<file path="config.mk">
export PLATFORM = sky130hd
export DESIGN_NAME = pmem_map
export DESIGN_NICKNAME = d
export VERILOG_FILES = /design/src/pkg/pmem_map_pkg.sv /design/src/rtl/pmem_map.sv
export SDC_FILE = /design/constraint.sdc
export NUM_CORES = 1
export LEC_CHECK = 0
export ABC_CLOCK_PERIOD_IN_PS = 4900
export BUFFER_PORTS_ARGS = -buffer_cell sky130_fd_sc_hd__buf_2
export CORE_MARGIN = 1.5
export CORE_UTILIZATION = 25
export CTS_CLUSTER_DIAMETER = 50
export DETAILED_ROUTE_END_ITERATION = 10
export SKIP_CTS_REPAIR_TIMING = 1
export SKIP_LAST_GASP = 1
export SYNTH_ARGS = -nofsm -noshare
export SYNTH_HDL_FRONTEND = slang
export SYNTH_SLANG_ARGS = --single-unit
</file>
<file path="constraint.sdc">
create_clock -name CLK_SYS -period 4.9 [get_ports CLK_SYS]
set_input_delay 0.98 -clock CLK_SYS [delete_from_list [all_inputs] [get_ports CLK_SYS]]
set_output_delay 0.98 -clock CLK_SYS [all_outputs]
set_load 0.1 [all_outputs]
</file>
<file path="src/pkg/pmem_map_pkg.sv">
// Constants for the program memory map, identity words and protection block.
// Assumes a single core clock; shared by the design and its bench.
package pmem_map_pkg;
	localparam int PC_WIDTH        = 15;
	localparam int WORD_WIDTH      = 14;
	localparam int BYTE_WIDTH      = 8;
	localparam int PAGE_WORDS_SMALL = 4096;
	localparam int PAGE_WORDS_LARGE = 8192;
	localparam logic [14:0] RESET_VECTOR = 15'h0000;
	localparam logic [14:0] IRQ_VECTOR   = 15'h0004;
	localparam int STORAGE_WORDS   = 128;
	localparam int PTR_PROG_BIT    = 7;
	// Configuration-space word offsets
	localparam logic [15:0] REVISION_OFFSET = 16'h8005;
	localparam logic [15:0] PART_OFFSET     = 16'h8006;
	// APB byte addresses (four times the word offset)
	localparam logic [17:0] ADDR_REVISION   = 18'h20014;
	localparam logic [17:0] ADDR_PART       = 18'h20018;
	localparam logic [17:0] ADDR_PROTECT    = 18'h00000;
	localparam logic [17:0] ADDR_PARTITION  = 18'h00004;
	localparam logic [17:0] ADDR_CONTROL    = 18'h00008;
	localparam logic [17:0] ADDR_STATUS     = 18'h0000C;
	// Protection word fields
	localparam int FLASH_LOCK_BIT  = 0;
	localparam int EEPROM_LOCK_BIT = 1;
	localparam logic [1:0] LOCK_RESET = 2'h3;
	// Partition word fields
	localparam int BOOT_SIZE_LSB   = 0;
	localparam int BOOT_EN_BIT     = 3;
	localparam int STORAGE_EN_BIT  = 4;
	localparam logic [4:0] PARTITION_RESET = 5'h1F;
	// Control word: bulk erase strobe
	localparam int BULK_ERASE_BIT  = 0;
	// Identity word fixed bits
	localparam logic [1:0] PART_RSVD = 2'h3;
	localparam logic [1:0] REV_RSVD  = 2'h2;
	localparam int CODE_LSB = 0;
	localparam int MINOR_LSB = 0;
	localparam int MAJOR_LSB = 6;
	localparam int RSVD_LSB  = 12;
	// Arbitrary identity values
	localparam logic [11:0] PART_CODE_DEFAULT = 12'hA5C;
	localparam logic [5:0]  MAJOR_DEFAULT     = 6'h01;
	localparam logic [5:0]  MINOR_DEFAULT     = 6'h00;
	typedef enum logic [2:0] {
		ST_IDLE  = 3'b001,
		ST_FETCH = 3'b010,
		ST_DONE  = 3'b100
	} ind_state_type;
endpackage

</file>
<file path="src/rtl/pmem_map.sv">
// Program memory map: PC wrap, vectors, indirect read of program memory,
// identity words, protection and partition configuration over APB.
// Assumes program memory answers a read in the same cycle as its address.
//
// Implementation choice: register access over APB.
`timescale 1ns/1ns
module pmem_map #(
	parameter int          PROG_WORDS = pmem_map_pkg::PAGE_WORDS_LARGE,
	parameter logic [11:0] PART_CODE  = pmem_map_pkg::PART_CODE_DEFAULT,
	parameter logic [5:0]  MAJOR_REV  = pmem_map_pkg::MAJOR_DEFAULT,
	parameter logic [5:0]  MINOR_REV  = pmem_map_pkg::MINOR_DEFAULT
) (
	// Clock and reset
	input  wire logic        CLK_SYS,
	input  wire logic        ARST_N,
	// APB slave
	input  wire logic        PSEL,
	input  wire logic        PENABLE,
	input  wire logic        PWRITE,
	input  wire logic [17:0] PADDR,
	input  wire logic [31:0] PWDATA,
	output logic             PREADY,
	output logic [31:0]      PRDATA,
	output logic             PSLVERR,
	// Core fetch side
	input  wire logic        CORE_RESET_REQ,
	input  wire logic        CORE_IRQ_TAKE,
	input  wire logic        CORE_PC_LOAD,
	input  wire logic [14:0] CORE_PC_VALUE,
	input  wire logic        CORE_PC_STEP,
	output logic [14:0]      FETCH_ADDR,
	output logic             FETCH_EXEC_FAULT,
	// Indirect access from core
	input  wire logic        IND_REQ,
	input  wire logic        IND_WRITE,
	input  wire logic [7:0]  IND_PTR_HIGH,
	input  wire logic [7:0]  IND_PTR_LOW,
	input  wire logic [7:0]  IND_WDATA,
	output logic             IND_DONE,
	output logic [7:0]       IND_RDATA,
	output logic             IND_STALL,
	// Program memory read port
	output logic [14:0]      PMEM_ADDR,
	output logic             PMEM_RD,
	input  wire logic [13:0] PMEM_RDATA,
	// Data memory path
	output logic             DMEM_REQ,
	output logic             DMEM_WRITE,
	output logic [14:0]      DMEM_ADDR,
	output logic [7:0]       DMEM_WDATA,
	input  wire logic [7:0]  DMEM_RDATA,
	// Protection and partition state
	output logic             FLASH_PROTECTED,
	output logic             EEPROM_PROTECTED,
	output logic             BOOT_REGION_ACTIVE,
	output logic             STORAGE_AREA_ACTIVE
);
	import pmem_map_pkg::*;

	localparam logic [14:0] ADDR_MASK = 15'(PROG_WORDS - 1);
	localparam logic [14:0] STORAGE_BASE = 15'(PROG_WORDS - STORAGE_WORDS);

	logic [1:0]  lock_n;
	logic [4:0]  partition;
	logic [14:0] pc;
	logic [14:0] next_pc;
	ind_state_type state;
	logic        apb_access;
	logic        apb_wr;
	logic        bulk_erase;
	logic [13:0] part_word;
	logic [13:0] rev_word;
	logic [31:0] next_rdata;
	logic        next_err;

	assign apb_access = PSEL && PENABLE && !PREADY;
	assign apb_wr     = apb_access && PWRITE;
	assign bulk_erase = apb_wr && PADDR == ADDR_CONTROL && PWDATA[BULK_ERASE_BIT];

	assign part_word = {PART_RSVD, PART_CODE};
	assign rev_word  = {REV_RSVD, MAJOR_REV, MINOR_REV};

	// APB: one wait state, answer on second access cycle
	always_comb begin
		next_rdata = 32'h0000_0000;
		next_err   = 1'b0;
		unique case (PADDR)
			ADDR_PART:      next_rdata = 32'(part_word);
			ADDR_REVISION:  next_rdata = 32'(rev_word);
			ADDR_PROTECT:   next_rdata = 32'(lock_n);
			ADDR_PARTITION: next_rdata = 32'(partition);
			ADDR_CONTROL:   next_rdata = 32'h0000_0000;
			ADDR_STATUS:    next_rdata = 32'({STORAGE_AREA_ACTIVE, BOOT_REGION_ACTIVE,
						EEPROM_PROTECTED, FLASH_PROTECTED});
			default:        next_err = 1'b1;
		endcase
		if (PWRITE && (PADDR == ADDR_PART || PADDR == ADDR_REVISION || PADDR == ADDR_STATUS))
			next_err = 1'b1;
	end

	always_ff @(posedge CLK_SYS or negedge ARST_N) begin
		if (!ARST_N) begin
			PREADY  <= 1'b0;
			PRDATA  <= 32'h0000_0000;
			PSLVERR <= 1'b0;
		end else begin
			PREADY  <= apb_access;
			PRDATA  <= (apb_access && !PWRITE) ? next_rdata : 32'h0000_0000;
			PSLVERR <= apb_access && next_err;
		end
	end

	// Lock bits: writes may only clear; bulk erase sets both
	always_ff @(posedge CLK_SYS or negedge ARST_N) begin
		if (!ARST_N) begin
			lock_n <= LOCK_RESET;
		end else if (bulk_erase) begin
			lock_n <= LOCK_RESET;
		end else if (apb_wr && PADDR == ADDR_PROTECT) begin
			lock_n <= lock_n & {PWDATA[EEPROM_LOCK_BIT], PWDATA[FLASH_LOCK_BIT]};
		end
	end

	// Protection takes effect the cycle after the lock bit clears
	always_ff @(posedge CLK_SYS or negedge ARST_N) begin
		if (!ARST_N) begin
			FLASH_PROTECTED  <= 1'b0;
			EEPROM_PROTECTED <= 1'b0;
		end else begin
			FLASH_PROTECTED  <= !lock_n[FLASH_LOCK_BIT];
			EEPROM_PROTECTED <= !lock_n[EEPROM_LOCK_BIT];
		end
	end

	// Partition word; size frozen once boot region enabled
	always_ff @(posedge CLK_SYS or negedge ARST_N) begin
		if (!ARST_N) begin
			partition <= PARTITION_RESET;
		end else if (bulk_erase) begin
			partition <= PARTITION_RESET;
		end else if (apb_wr && PADDR == ADDR_PARTITION) begin
			partition[STORAGE_EN_BIT] <= PWDATA[STORAGE_EN_BIT];
			partition[BOOT_EN_BIT]    <= PWDATA[BOOT_EN_BIT];
			if (partition[BOOT_EN_BIT])
				partition[2:0] <= PWDATA[2:0];
		end
	end

	always_ff @(posedge CLK_SYS or negedge ARST_N) begin
		if (!ARST_N) begin
			BOOT_REGION_ACTIVE  <= 1'b0;
			STORAGE_AREA_ACTIVE <= 1'b0;
		end else begin
			BOOT_REGION_ACTIVE  <= !partition[BOOT_EN_BIT];
			STORAGE_AREA_ACTIVE <= !partition[STORAGE_EN_BIT];
		end
	end

	// Program counter with wrap into implemented space
	always_comb begin
		next_pc = pc;
		if (CORE_RESET_REQ)
			next_pc = RESET_VECTOR;
		else if (CORE_IRQ_TAKE)
			next_pc = IRQ_VECTOR;
		else if (CORE_PC_LOAD)
			next_pc = CORE_PC_VALUE & ADDR_MASK;
		else if (CORE_PC_STEP && !IND_STALL)
			next_pc = (pc + 15'h0001) & ADDR_MASK;
	end

	always_ff @(posedge CLK_SYS or negedge ARST_N) begin
		if (!ARST_N)
			pc <= RESET_VECTOR;
		else
			pc <= next_pc;
	end

	always_ff @(posedge CLK_SYS or negedge ARST_N) begin
		if (!ARST_N) begin
			FETCH_ADDR       <= RESET_VECTOR;
			FETCH_EXEC_FAULT <= 1'b0;
		end else begin
			FETCH_ADDR       <= next_pc;
			FETCH_EXEC_FAULT <= !partition[STORAGE_EN_BIT]
				&& next_pc >= STORAGE_BASE;
		end
	end

	// Indirect access sequencer
	logic ind_prog;
	assign ind_prog = IND_PTR_HIGH[PTR_PROG_BIT];

	always_ff @(posedge CLK_SYS or negedge ARST_N) begin
		if (!ARST_N) begin
			state      <= ST_IDLE;
			IND_DONE   <= 1'b0;
			IND_RDATA  <= 8'h00;
			IND_STALL  <= 1'b0;
			PMEM_ADDR  <= RESET_VECTOR;
			PMEM_RD    <= 1'b0;
			DMEM_REQ   <= 1'b0;
			DMEM_WRITE <= 1'b0;
			DMEM_ADDR  <= 15'h0000;
			DMEM_WDATA <= 8'h00;
		end else begin
			IND_DONE <= 1'b0;
			PMEM_RD  <= 1'b0;
			DMEM_REQ <= 1'b0;
			unique case (state)
				ST_IDLE: begin
					if (IND_REQ && ind_prog && !IND_WRITE) begin
						PMEM_ADDR <= {IND_PTR_HIGH[6:0], IND_PTR_LOW}
							& ADDR_MASK;
						PMEM_RD   <= 1'b1;
						IND_STALL <= 1'b1;
						state     <= ST_FETCH;
					end else if (IND_REQ && ind_prog) begin
						IND_DONE <= 1'b1;
					end else if (IND_REQ) begin
						DMEM_REQ   <= 1'b1;
						DMEM_WRITE <= IND_WRITE;
						DMEM_ADDR  <= {IND_PTR_HIGH[6:0], IND_PTR_LOW};
						DMEM_WDATA <= IND_WDATA;
						state      <= ST_DONE;
					end
				end
				ST_FETCH: begin
					IND_RDATA <= PMEM_RDATA[7:0];
					IND_DONE  <= 1'b1;
					IND_STALL <= 1'b0;
					state     <= ST_IDLE;
				end
				ST_DONE: begin
					IND_RDATA <= DMEM_WRITE ? 8'h00 : DMEM_RDATA;
					IND_DONE  <= 1'b1;
					state     <= ST_IDLE;
				end
			endcase
		end
	end

	a_lock_sticky: assert property (@(posedge CLK_SYS) disable iff (!ARST_N)
		$fell(lock_n[FLASH_LOCK_BIT]) ##1 !bulk_erase [*3] |-> !lock_n[FLASH_LOCK_BIT])
		else $error("flash lock returned without bulk erase");
	a_protect_follow: assert property (@(posedge CLK_SYS) disable iff (!ARST_N)
		$fell(lock_n[FLASH_LOCK_BIT]) |=> FLASH_PROTECTED)
		else $error("flash protection late");
	a_eeprom_follow: assert property (@(posedge CLK_SYS) disable iff (!ARST_N)
		$fell(lock_n[EEPROM_LOCK_BIT]) |=> EEPROM_PROTECTED)
		else $error("eeprom protection late");
	a_part_read: assert property (@(posedge CLK_SYS) disable iff (!ARST_N)
		apb_access && !PWRITE && PADDR == ADDR_PART |=> PRDATA[13:12] == PART_RSVD && PREADY)
		else $error("part word reserved bits wrong");
	a_rev_read: assert property (@(posedge CLK_SYS) disable iff (!ARST_N)
		apb_access && !PWRITE && PADDR == ADDR_REVISION |=> PRDATA[13:12] == REV_RSVD)
		else $error("revision reserved bits wrong");
	a_reset_vector: assert property (@(posedge CLK_SYS) disable iff (!ARST_N)
		CORE_RESET_REQ |=> FETCH_ADDR == RESET_VECTOR)
		else $error("reset vector wrong");
	a_irq_vector: assert property (@(posedge CLK_SYS) disable iff (!ARST_N)
		!CORE_RESET_REQ && CORE_IRQ_TAKE |=> FETCH_ADDR == IRQ_VECTOR)
		else $error("interrupt vector wrong");
	a_pc_wrap: assert property (@(posedge CLK_SYS) disable iff (!ARST_N)
		FETCH_ADDR <= ADDR_MASK)
		else $error("fetch address beyond memory");
	a_prog_extra: assert property (@(posedge CLK_SYS) disable iff (!ARST_N)
		state == ST_IDLE && IND_REQ && ind_prog && !IND_WRITE
		|=> IND_STALL && !IND_DONE ##1 IND_DONE && IND_RDATA == $past(PMEM_RDATA[7:0]))
		else $error("program read timing or data wrong");
	a_prog_no_write: assert property (@(posedge CLK_SYS) disable iff (!ARST_N)
		state == ST_IDLE && IND_REQ && ind_prog |=> !DMEM_REQ)
		else $error("program-space access reached data memory");
	a_data_path: assert property (@(posedge CLK_SYS) disable iff (!ARST_N)
		state == ST_IDLE && IND_REQ && !ind_prog |=> DMEM_REQ && !PMEM_RD)
		else $error("data access missed data path");
	a_default_app: assert property (@(posedge CLK_SYS) disable iff (!ARST_N)
		partition[BOOT_EN_BIT] && partition[STORAGE_EN_BIT]
		|=> !BOOT_REGION_ACTIVE && !STORAGE_AREA_ACTIVE)
		else $error("default partition not all application");
	a_storage_fault: assert property (@(posedge CLK_SYS) disable iff (!ARST_N)
		!partition[STORAGE_EN_BIT] && next_pc >= STORAGE_BASE |=> FETCH_EXEC_FAULT)
		else $error("execution in storage area not flagged");
	a_lock_hold: assert property (@(posedge CLK_SYS) disable iff (!ARST_N)
		!lock_n[FLASH_LOCK_BIT] && !bulk_erase |=> !lock_n[FLASH_LOCK_BIT])
		else $error("flash lock set without bulk erase");
	a_eeprom_hold: assert property (@(posedge CLK_SYS) disable iff (!ARST_N)
		!lock_n[EEPROM_LOCK_BIT] && !bulk_erase |=> !lock_n[EEPROM_LOCK_BIT])
		else $error("eeprom lock set without bulk erase");
	a_erase_restore: assert property (@(posedge CLK_SYS) disable iff (!ARST_N)
		bulk_erase |=> lock_n == LOCK_RESET && partition == PARTITION_RESET)
		else $error("bulk erase did not restore defaults");
	a_flash_clear: assert property (@(posedge CLK_SYS) disable iff (!ARST_N)
		apb_wr && PADDR == ADDR_PROTECT && !PWDATA[FLASH_LOCK_BIT] |=> ##1 FLASH_PROTECTED)
		else $error("flash protection not applied after write");
	a_eeprom_clear: assert property (@(posedge CLK_SYS) disable iff (!ARST_N)
		apb_wr && PADDR == ADDR_PROTECT && !PWDATA[EEPROM_LOCK_BIT] |=> ##1 EEPROM_PROTECTED)
		else $error("eeprom protection not applied after write");
	a_part_code: assert property (@(posedge CLK_SYS) disable iff (!ARST_N)
		apb_access && !PWRITE && PADDR == ADDR_PART |=> PRDATA[CODE_LSB +: 12] == PART_CODE)
		else $error("part code field wrong");
	a_rev_fields: assert property (@(posedge CLK_SYS) disable iff (!ARST_N)
		apb_access && !PWRITE && PADDR == ADDR_REVISION |=> PRDATA[MAJOR_LSB +: 6] == MAJOR_REV
		&& PRDATA[MINOR_LSB +: 6] == MINOR_REV) else $error("revision fields wrong");
	a_size_frozen: assert property (@(posedge CLK_SYS) disable iff (!ARST_N)
		apb_wr && PADDR == ADDR_PARTITION && !partition[BOOT_EN_BIT]
		|=> partition[2:0] == $past(partition[2:0])) else $error("boot size changed");
	a_ind_write_ignored: assert property (@(posedge CLK_SYS) disable iff (!ARST_N)
		state == ST_IDLE && IND_REQ && ind_prog && IND_WRITE |=> IND_DONE && !PMEM_RD && !IND_STALL)
		else $error("program-space write not ignored");

	c_prog_read: cover property (@(posedge CLK_SYS) disable iff (!ARST_N)
		state == ST_FETCH ##1 IND_DONE);
	c_lock_set: cover property (@(posedge CLK_SYS) disable iff (!ARST_N)
		$fell(lock_n[FLASH_LOCK_BIT]));
	c_bulk_erase: cover property (@(posedge CLK_SYS) disable iff (!ARST_N)
		!lock_n[FLASH_LOCK_BIT] ##1 bulk_erase);
	c_wrap: cover property (@(posedge CLK_SYS) disable iff (!ARST_N)
		FETCH_ADDR == ADDR_MASK ##1 FETCH_ADDR == RESET_VECTOR);
	c_storage_fault: cover property (@(posedge CLK_SYS) disable iff (!ARST_N)
		!FETCH_EXEC_FAULT ##1 FETCH_EXEC_FAULT);
endmodule

</file>
## Word-level counts from Yosys, hierarchy flattened

Index checks and enable logic that the tools add are counted.

- Mux-type cells: 30
- Reduce and logical (&&, ||, !) cells: 37
- Order comparisons: 1
- Add/subtract/negate cells: 1
- Eq/ne operators: 11
- Bitwise logic cells: 3

Operators with widths:

| cell | count |
|---|---|
| 14-bit one-hot mux with 5 select lines | 1 |
| 15-bit 2-to-1 mux | 4 |
| 18-bit == test (second input constant) | 2 |
| 18-bit by 4-bit == test with 1-bit output (second input constant) | 2 |
| 32-bit 2-to-1 mux | 1 |
| 18-bit by 3-bit == test with 1-bit output (second input constant) | 1 |
| 18-bit zero test | 1 |
| 8-bit one-hot mux with 2 select lines | 1 |
| 15-bit by 13-bit greater-or-equal comparator with 1-bit output (second input constant) | 1 |
| 1-bit logical AND | 14 |
| 13-bit by 1-bit adder with 13-bit output (second input constant) | 1 |
| 3-bit 2-to-1 mux | 4 |
| 1-bit 2-to-1 mux | 11 |
| 5-bit 2-to-1 mux | 2 |
| 2-bit nonzero test | 5 |
| 1-bit zero test | 8 |
| 8-bit 2-to-1 mux | 1 |
| 2-bit AND reduction | 4 |
| 3-bit inequality test (second input constant) | 2 |
| 3-bit one-hot mux with 2 select lines | 1 |
| 6-bit OR reduction | 1 |
| 2-bit 2-to-1 mux | 2 |
| 1-bit one-hot mux with 2 select lines | 2 |
| 4-bit AND reduction | 1 |
| 8 further kinds | 10 |

- Flip-flop bits (word level): 113
- Word-level logic and storage cells: 105

## Depth between registers and ports, before layout

Gate-level depths: netlist of run 1.

- Depth after elaboration: 8
- Depth in mapped cells: 7
- Depth with buffers taken out: 6

## Worst setup path before layout of run 1

OpenSTA, ideal clock, no wires.

- Path type: register -> register
- From: register, netlist name FETCH_ADDR[3]
- To: register FETCH_EXEC_FAULT
- Clock period less this slack: 2.465 ns
- Data required time: 4.780 ns
- Arrival time: 2.345 ns
- Path buffers: 1
- Slack: 2.435 ns
- Cell stages (with the launch flop): 7
- Path through: dfrtp_1 -> buf_2 -> nand3_1 -> o41a_1 -> a221oi_1 -> a2111oi_0 -> a31o_1

RTL lines:

| item | line | RTL |
|---|---|---|
| end signal: assignment | pmem_map.sv:185 | `FETCH_EXEC_FAULT <= !partition[STORAGE_EN_BIT]` |
| end: declaration | pmem_map.sv:32 | `output logic FETCH_EXEC_FAULT,` |

## Worst setup path in the final report of run 1

- From: register state[0]
- To: register DMEM_ADDR[4]

- Word-level cells in the longest chain between the ends: 2

Ends and longest elaborated chain:

| item | line | RTL |
|---|---|---|
| start: declaration | pmem_map.sv:67 | `ind_state_type state;` |
| start signal: assignment | pmem_map.sv:196 | `state <= ST_IDLE;` |
| start signal: assignment | pmem_map.sv:217 | `state <= ST_FETCH;` |
| start signal: assignment | pmem_map.sv:225 | `state <= ST_DONE;` |
| 3-bit by 1-bit == test with 1-bit output | pmem_map.sv:210 | `unique case (state)` |
| 4-bit AND reduction (no line) | -- |  |
| end signal: assignment | pmem_map.sv:223 | `DMEM_ADDR <= {IND_PTR_HIGH[6:0], IND_PTR_LOW};` |
| end: declaration | pmem_map.sv:49 | `output logic [14:0] DMEM_ADDR,` |

No other way between the ends.
A chain may end at the register's enable or synchronous reset.

==> flow_summary.ini, run 1 <==
[status]
status = completed

[final_layout]
areaGrowthSynthToFinish_pct = 29.0
num-fill-cells = 1773
drive_gt1_share_pct = 35.0
fin_util_pct = 33.0
finalNetCount = 720
fin_area_um2 = 5480
finalNonFillerCells = 824

[clock_tree]
cts_inserted_buffers = 9
clockBufferDepth = 2
cts_tree = done
clk_latency_ns = 0.34
cts_root_buf = clkbuf_16
ctsHtreeMaxLevel = 3
clock_sinks = 88
clkSlewWorstSetupHoldPaths_ns = 0.06

[critical_path]
critPathBufInv = 1
cp-start-kind = flip-flop
path_cells = nor3b_1, nand3b_1, inv_2, nand2_1, nand2_1
required_ns = 5.18
cp_common_cell = nand2_1
crit_slowest_cell = nand3b_1
cp.arrival_ns = 2.98
cpLargestDelayFamily = simple AND/OR/NAND/NOR gates
crit_type = flip-flop to flip-flop
critPathMaxStageDelay_ns = 0.82
crit_fanout = 25
worst_setup_path_end_kind = flip-flop

[placement]
io_buffers = 167
gp_congestion = 0.754
postPlaceCellArea_um2 = 5180
place_hpwl_um = 8330
dp_slack_ns = 1.76
placed_cells = 806

[sta]
worstMarginPinSlew_ns = 1.15
drv_slew = 0
period_minus_slack_ns = 2.70
finalHoldViolations = 0
fin_crit_sh_pct = 55.1
rsz0062_at_grt = false
setup_viol = 0
post-route-worst-setup-slack_ns = 2.20
whs_ns = 0.467
fmax_mhz = 370
setup-tns-final_ns = 0
clock_skew_ns = 0.00331
relSlewSlack_pct = 23.3

[hold_path]
hp-class = flip-flop to flip-flop

[logic_synthesis]
synth-simple-area-share_pct = 22.9
synth_top_area_share_pct = 47.1
yosysSeqAreaShare_pct = 52.1
synth-adder-area-share_pct = 0.295
yosys-top-cells-count = nand2_1, dfrtp_1, nor2_1
synth_edf_count = 0
post-synth-top-area-cell = dfrtp_1
async_reset_ff_share_pct = 100
synth_compound_area_share_pct = 9.72
syn_inst = 441
ys_warn_count = 0
synth_ff_type = dfrtp_1
ys_top_cells_by_area = dfrtp_1, nand2_1, dfstp_2, buf_4, a21oi_1
synth.most_common_cell = nand2_1
synth.distinct_cells = 56
synthMuxAreaShare_pct = 5.66
syn_area_um2 = 4250
ys_seq_elements = 88
synthXorXnorAreaFrac_pct = 1.65
syn_area_per_cell_um2 = 9.63
synth_top_family_by_area = simple AND/OR/NAND/NOR gates

[global_route]
grt_overflow = 0
grt_max_degree = 65
grt_pass1_wl_um = 18300
grt_antenna_before_repair = 3
grt_pass1_vias = 3507
grt_usage_pct = 13.0

[drt]
ant_nets = 0
vias = 3604
post_drt_wl_per_cell_um = 13.6
first_iter_violations = 106
viasPerCell = 4.37
dr.pass1.iters = 4
wirelength_um = 11200
drcViolationCount = 0

[run]
cap_violations = 0

[die]
num_io_pins = 227
die_area_um2 = 17800
start_util_pct = 25.6
coreArea_um2 = 16600
fp.dieH_um = 133
die_w_um = 133
std_cell_rows = 47

[pwr]
p_total_mw = 3.83
ir_drop_uv = 555
powerDensity_nw_per_um2 = 698
p_leak_nw = 2.76
-- state kept, by name, indices dropped and copies added (netlist names) --
register,flops
DMEM_REQ,1
PREADY,1
STORAGE_AREA_ACTIVE,1
EEPROM_PROTECTED,1
FLASH_PROTECTED,1
IND_STALL,1
IND_DONE,1
PMEM_ADDR,13
IND_RDATA,8
partition,5
DMEM_ADDR,15
PSLVERR,1
lock_n,2
state,3
PMEM_RD,1
DMEM_WRITE,1
BOOT_REGION_ACTIVE,1
PRDATA,7
FETCH_ADDR,15
FETCH_EXEC_FAULT,1
DMEM_WDATA,8
-- layer usage --
metal / wire length (µm) / GRT usage (%)
met4: 173 / 4.71
met2: 5090 / 20.5
met5: 19 / 0
met3: 754 / 3.81
met1: 5140 / 16.9
-- worst register-to-register path: stages (launching register included) --
cell      delay, ns
dfstp_2        0.58
nor3b_1        0.25
nand3b_1       0.82
inv_2          0.76
nand2_1        0.15
nand2_1        0.08
-- layout make-up --
| type | count | area, µm² | area share, % |
|---|---|---|---|
| diodes | 2 | 5.00 | 0.0913 |
| inverters | 12 | 45.0 | 0.822 |
| multi-input cells | 318 | 1800 | 32.8 |
| flip-flops and latches | 88 | 2210 | 40.4 |
| well taps | 220 | 275 | 5.02 |
| clock inverters | 2 | 12.5 | 0.228 |
| repair buffers | 168 | 846 | 15.4 |
| clock buffers | 14 | 284 | 5.18 |
-- power by group --
part | leakage [nW] | switching (mW) | internal [mW]
Clock | 0.145 | 0.280 | 0.399
Combinational | 1.52 | 1.80 | 0.299
Sequential | 1.10 | 0.122 | 0.930
-- cells by family after synthesis --
group	Yosys count
simple gates	197
flops	88
compound gates	66
buf+inv	58
mux	22
xor+xnor	8
fa+ha+maj	1
other cells	1
-- layout by cell type (no fill, tap or decap), drive strengths merged, types with 3 or more instances in the layout --
cell type	count
a211oi	3
a21oi	29
a221oi	3
and3	3
buf	168
clkbuf	14
conb	24
dfrtp	80
dfstp	8
inv	12
mux2	16
mux2i	6
nand2	89
nand2b	4
nand3	8
nand3b	4
nand4	8
nor2	35
nor2b	6
nor3	5
nor3b	9
nor4	12
o21ai	13
or2	3
or3	5
xnor2	5
xor2	3
-- worst paths after layout --
kind	startpoint	end	slack [ns]	cells past startpoint
worst min-delay path	DMEM_ADDR[2]$_DFFE_PN0P_	DMEM_ADDR[2]$_DFFE_PN0P_	0.47	2
worst max register to register	state[0]$_DFFE_PN1P_	DMEM_ADDR[4]$_DFFE_PN0P_	2.20	5
worst max-delay path	state[0]$_DFFE_PN1P_	DMEM_ADDR[4]$_DFFE_PN0P_	2.20	5
max in group asynchronous	ARST_N	DMEM_WRITE$_DFFE_PN0P_	3.32	2
worst min register to register	DMEM_ADDR[2]$_DFFE_PN0P_	DMEM_ADDR[2]$_DFFE_PN0P_	0.47	2
min in group asynchronous	ARST_N	FETCH_ADDR[6]$_DFF_PN0_	0.74	1
Note: power is estimated with default switching activity, not from simulation.
==> inputs of run 2 (changes only) <==
--- a/config.mk
+++ b/config.mk
@@ -5,7 +5,7 @@
 export SDC_FILE = /design/constraint.sdc
 export NUM_CORES = 1
 export LEC_CHECK = 0
-export ABC_CLOCK_PERIOD_IN_PS = 4900
+export ABC_CLOCK_PERIOD_IN_PS = 2200
 export BUFFER_PORTS_ARGS = -buffer_cell sky130_fd_sc_hd__buf_2
 export CORE_MARGIN = 1.5
 export CORE_UTILIZATION = 25
==> constraint.sdc (replaced) <==
create_clock -name CLK_SYS -period 2.2 [get_ports CLK_SYS]
set_input_delay 0.44 -clock CLK_SYS [delete_from_list [all_inputs] [get_ports CLK_SYS]]
set_output_delay 0.44 -clock CLK_SYS [all_outputs]
set_load 0.1 [all_outputs]
==> flow_summary.ini, run 2 (synthesis gave the netlist of run 1 again) <==
[die]
die_w_um = 133
die_area_um2 = 17800
start_util_pct = 25.6
num_io_pins = 227
fp.dieH_um = 133
coreArea_um2 = 16600
std_cell_rows = 47

[clock_tree]
clock_sinks = 88
cts_root_buf = clkbuf_16
cts_tree = done
clockBufferDepth = 2
cts_inserted_buffers = 9
ctsHtreeMaxLevel = 3
clkSlewWorstSetupHoldPaths_ns = 0.06
clk_latency_ns = 0.34

[drt]
ant_nets = 0
viasPerCell = 4.39
wirelength_um = 11200
vias = 3659
drcViolationCount = 0
first_iter_violations = 185
post_drt_wl_per_cell_um = 13.5
dr.pass1.iters = 4

[placement]
place_hpwl_um = 8350
gp_congestion = 0.758
io_buffers = 167
dp_slack_ns = 0.0492

[critical_path]
worst_setup_path_end_kind = flip-flop
crit_type = flip-flop to flip-flop
required_ns = 2.42
cp-start-kind = flip-flop
crit_fanout = 8
cp.arrival_ns = 2.13

[sta]
clock_skew_ns = 0.00507
drv_slew = 0
post-route-worst-setup-slack_ns = 0.289
finalHoldViolations = 0
period_minus_slack_ns = 1.91
fin_crit_sh_pct = 86.8
relSlewSlack_pct = 65.9
worstMarginPinSlew_ns = 0.515
rsz0062_at_grt = false
setup-tns-final_ns = 0
fmax_mhz = 523
setup_viol = 0

[global_route]
use_met3_pct = 4.60
grt_antenna_before_repair = 1
grt_max_degree = 89
grt_usage_pct = 13.1
grtUsageMet2_pct = 20.8
top_usage_layer = met2
grt_pass1_wl_um = 18500
globalRouteMet1Util_pct = 17.0
grt_pass1_vias = 3603
grt_overflow = 0

[status]
status = completed

[pwr]
ir_drop_uv = 1290
p_leak_nw = 2.80
powerDensity_nw_per_um2 = 1540

[final_layout]
areaGrowthSynthToFinish_pct = 31.6
final_cell_mix = buf_2, nand2_1, dfrtp_1
reg_top3 = DMEM_ADDR x15, FETCH_ADDR x15, PMEM_ADDR x13
finalNetCount = 731
diodes = 0
num-fill-cells = 1787
layout_commonest_cell = buf_2
drive_gt1_share_pct = 37.8

[hold_path]
hp-class = input pin to async pin

[run]
cap_violations = 0
==> run 2: changes by cell type in the layout (fill, tap and decap cells not counted), sizes merged <==
| cell | before | now |
|---|---|---|
| clkinv | 1 | 2 |
| inv | 12 | 13 |
| diode | 2 | 0 |
| clkbuf | 14 | 11 |
| buf | 168 | 179 |
| bufinv | 0 | 1 |
==> run 2: per-stage QoR <==
step / utilization (%) / instance area, µm² / hold slack, ns / instances / power [mW]
4_1_cts: 33.7 / 5590 / 0.161 / 833 / 8.73
3_5_place_dp: 31.9 / 5290 / 0.456 / 817 / 7.10
2_1_floorplan: - / 4350 / 0.144 / 464 / 6.31
6_report: 33.7 / 5590 / 0.124 / 833 / 8.61
3_3_place_gp: 31.9 / 5290 / 0.454 / 817 / 7.07
5_1_grt: 33.7 / 5590 / 0.153 / 833 / 9.02
==> run 2: layer usage <==
layer,share of wire [%],vias up
met3,7.2,11
met5,0.14,-
met2,47,118
li1,-,1799
met4,1.1,2
met1,45,1729
==> run 2: where the power goes <==
part           switching (mW)  internal, mW  total, mW
clock network           0.653         0.920       1.57
logic                    4.01         0.691       4.70
registers               0.265          2.07       2.34
total                    4.93          3.68       8.61
==> run 2: path summary, 6_finish.rpt <==
kind                                           from                    endpoint  slack [ns]  cells after the start
max in group asynchronous                    ARST_N       lock_n[0]$_DFFE_PN1P_        1.65                      2
min reg2reg                DMEM_ADDR[4]$_DFFE_PN0P_    DMEM_ADDR[4]$_DFFE_PN0P_        0.47                      2
max                           IND_STALL$_DFFE_PN0P_  FETCH_EXEC_FAULT$_DFF_PN0_        0.29                      5
min in group CLK_SYS                   IND_WDATA[5]   DMEM_WDATA[5]$_DFFE_PN0P_        0.29                      3
min                                          ARST_N     FETCH_ADDR[7]$_DFF_PN0_        0.12                      2
max reg2reg                   IND_STALL$_DFFE_PN0P_  FETCH_EXEC_FAULT$_DFF_PN0_        0.29                      5
==> run 2: layout make-up <==
class                           instances  area [µm²]  share of cell area [%]
Sequential cell                        88        2220                    39.8
Clock inverter                          5        63.8                    1.14
Tap cell                              220         275                    4.92
Multi-Input combinational cell        318        1800                    32.2
Inverter                               12        45.0                   0.806
Clock buffer                           11         243                    4.34
Timing Repair Buffer                  179         941                    16.8
==> run 2: critical path, cell delays in order (launching register included) <==
cell	delay (ns)
dfrtp_2	0.41
nand3b_2	0.31
o41a_1	0.45
a221oi_1	0.29
a2111oi_0	0.11
a31o_1	0.23
==> inputs of run 3 (changes only) <==
--- a/config.mk
+++ b/config.mk
@@ -8,9 +8,10 @@
 export ABC_CLOCK_PERIOD_IN_PS = 2200
 export BUFFER_PORTS_ARGS = -buffer_cell sky130_fd_sc_hd__buf_2
 export CORE_MARGIN = 1.5
-export CORE_UTILIZATION = 25
+export CORE_UTILIZATION = 36
 export CTS_CLUSTER_DIAMETER = 50
 export DETAILED_ROUTE_END_ITERATION = 10
+export PLACE_DENSITY = 0.69
 export SKIP_CTS_REPAIR_TIMING = 1
 export SKIP_LAST_GASP = 1
 export SYNTH_ARGS = -nofsm -noshare
==> flow_summary.ini, run 3 (synthesis gave the netlist of run 1 again) <==
[global_route]
grt_max_degree = 41
grt_pass1_vias = 3636
grt_antenna_before_repair = 0
grt_overflow = 0
grt_pass1_wl_um = 17400
grt_usage_pct = 17.2

[final_layout]
diodes = 0
finalNonFillerCells = 753
areaGrowthSynthToFinish_pct = 28.7
reg_top3 = DMEM_ADDR x15, FETCH_ADDR x15, PMEM_ADDR x13
num-fill-cells = 1109
finalNetCount = 728
final_cell_mix = buf_2, nand2_1, dfrtp_1
layout_commonest_cell = buf_2
fin_area_um2 = 5470
drive_gt1_share_pct = 37.5

[pwr]
p_leak_nw = 2.79
ir_drop_uv = 1250
powerDensity_nw_per_um2 = 1570

[die]
std_cell_rows = 39
die_area_um2 = 12500
num_io_pins = 227
start_util_pct = 37.0
coreArea_um2 = 11500
fp.dieH_um = 112
die_w_um = 112

[sta]
setup_viol = 0
drv_slew = 0
clock_skew_ns = 0.00749
setup-tns-final_ns = 0
period_minus_slack_ns = 1.98
rsz0062_at_grt = false
whs_ns = 0.0218
worstMarginPinSlew_ns = 0.616
finalHoldViolations = 0
fin_crit_sh_pct = 89.8
fmax_mhz = 506
relSlewSlack_pct = 58.8

[placement]
gp_congestion = 0.822
place_hpwl_um = 7910
placed_cells = 737
postPlaceCellArea_um2 = 5170
io_buffers = 167

[hold_path]
hp-class = input pin to async pin

[critical_path]
cp-start-kind = flip-flop
worst_setup_path_end_kind = flip-flop
critPathBufInv = 0
critPathMaxStageDelay_ns = 0.45
cpLargestDelayFamily = simple AND/OR/NAND/NOR gates
crit_fanout = 8
crit_slowest_cell = dfrtp_2
crit_type = flip-flop to flip-flop
path_cells = nand3b_2, nor4_1, mux2_2, nor3_1, a31o_1
cp.arrival_ns = 2.25
required_ns = 2.48

[clock_tree]
cts_tree = done
ctsHtreeMaxLevel = 3
cts_inserted_buffers = 9
clk_latency_ns = 0.34
cts_root_buf = clkbuf_16
clock_sinks = 88
clockBufferDepth = 2
clkSlewWorstSetupHoldPaths_ns = 0.06

[status]
status = completed

[drt]
viasPerCell = 4.93
dr.pass1.iters = 4
drcViolationCount = 0
ant_nets = 0
first_iter_violations = 138
post_drt_wl_per_cell_um = 13.9
wirelength_um = 10400
vias = 3710

[run]
cap_violations = 0
run 3: final cells by class:
cell class | count | area (µm²) | area share, %
clock buffer | 11 | 243 | 4.44
clock inverter | 5 | 56.3 | 1.03
inverter | 12 | 45.0 | 0.824
multi-input combinational | 318 | 1800 | 32.9
sequential | 88 | 2220 | 40.7
tap | 143 | 179 | 3.27
timing repair buffer | 176 | 918 | 16.8
run 3: report_power, final:
group | leakage [nW] | internal (mW) | switching, mW
clock network | 0.145 | 0.909 | 0.624
registers | 1.08 | 2.07 | 0.275
logic | 1.56 | 0.688 | 3.99
total | 2.79 | 3.67 | 4.89
run 3: worst register-to-register path: stages (launching register included):
cell      delay (ns)
dfrtp_2         0.45
nand3b_2        0.31
nor4_1          0.42
mux2_2          0.39
nor3_1          0.18
a31o_1          0.16
run 3: worst paths after layout:
| path | cells past startpoint | end | slack [ns] | startpoint |
|---|---|---|---|---|
| min in group CLK_SYS | 3 | DMEM_WDATA[4]$_DFFE_PN0P_ | 0.29 | IND_WDATA[4] |
| max | 5 | FETCH_EXEC_FAULT$_DFF_PN0_ | 0.22 | IND_STALL$_DFFE_PN0P_ |
| min reg2reg | 2 | DMEM_WDATA[2]$_DFFE_PN0P_ | 0.47 | DMEM_WDATA[2]$_DFFE_PN0P_ |
| min | 1 | IND_RDATA[5]$_DFFE_PN0N_ | 0.02 | ARST_N |
| max reg2reg | 5 | FETCH_EXEC_FAULT$_DFF_PN0_ | 0.22 | IND_STALL$_DFFE_PN0P_ |
| max in group asynchronous | 2 | DMEM_ADDR[3]$_DFFE_PN0P_ | 1.56 | ARST_N |
run 3: metrics by stage:
| step | util, % | total power, mW | setup WS, ns |
|---|---|---|---|
| 3_3_place_gp | 45.1 | 7.01 | 0.0979 |
| 4_1_cts | 47.7 | 8.64 | 0.225 |
| 6_report | 47.7 | 8.56 | 0.225 |
| 3_5_place_dp | 45.1 | 7.08 | 0.0339 |
| 5_1_grt | 47.7 | 8.92 | 0.0886 |
| 2_1_floorplan | - | 6.31 | 0.00509 |
run 3: layer usage:
layer / up-vias / part of all wire (%) / GRT usage (%)
met5: - / 0 / 0
met4: 0 / 1.8 / 7.34
met3: 15 / 6.9 / 4.63
met2: 127 / 50 / 30.0
met1: 1779 / 41 / 20.1
li1: 1789 / - / -
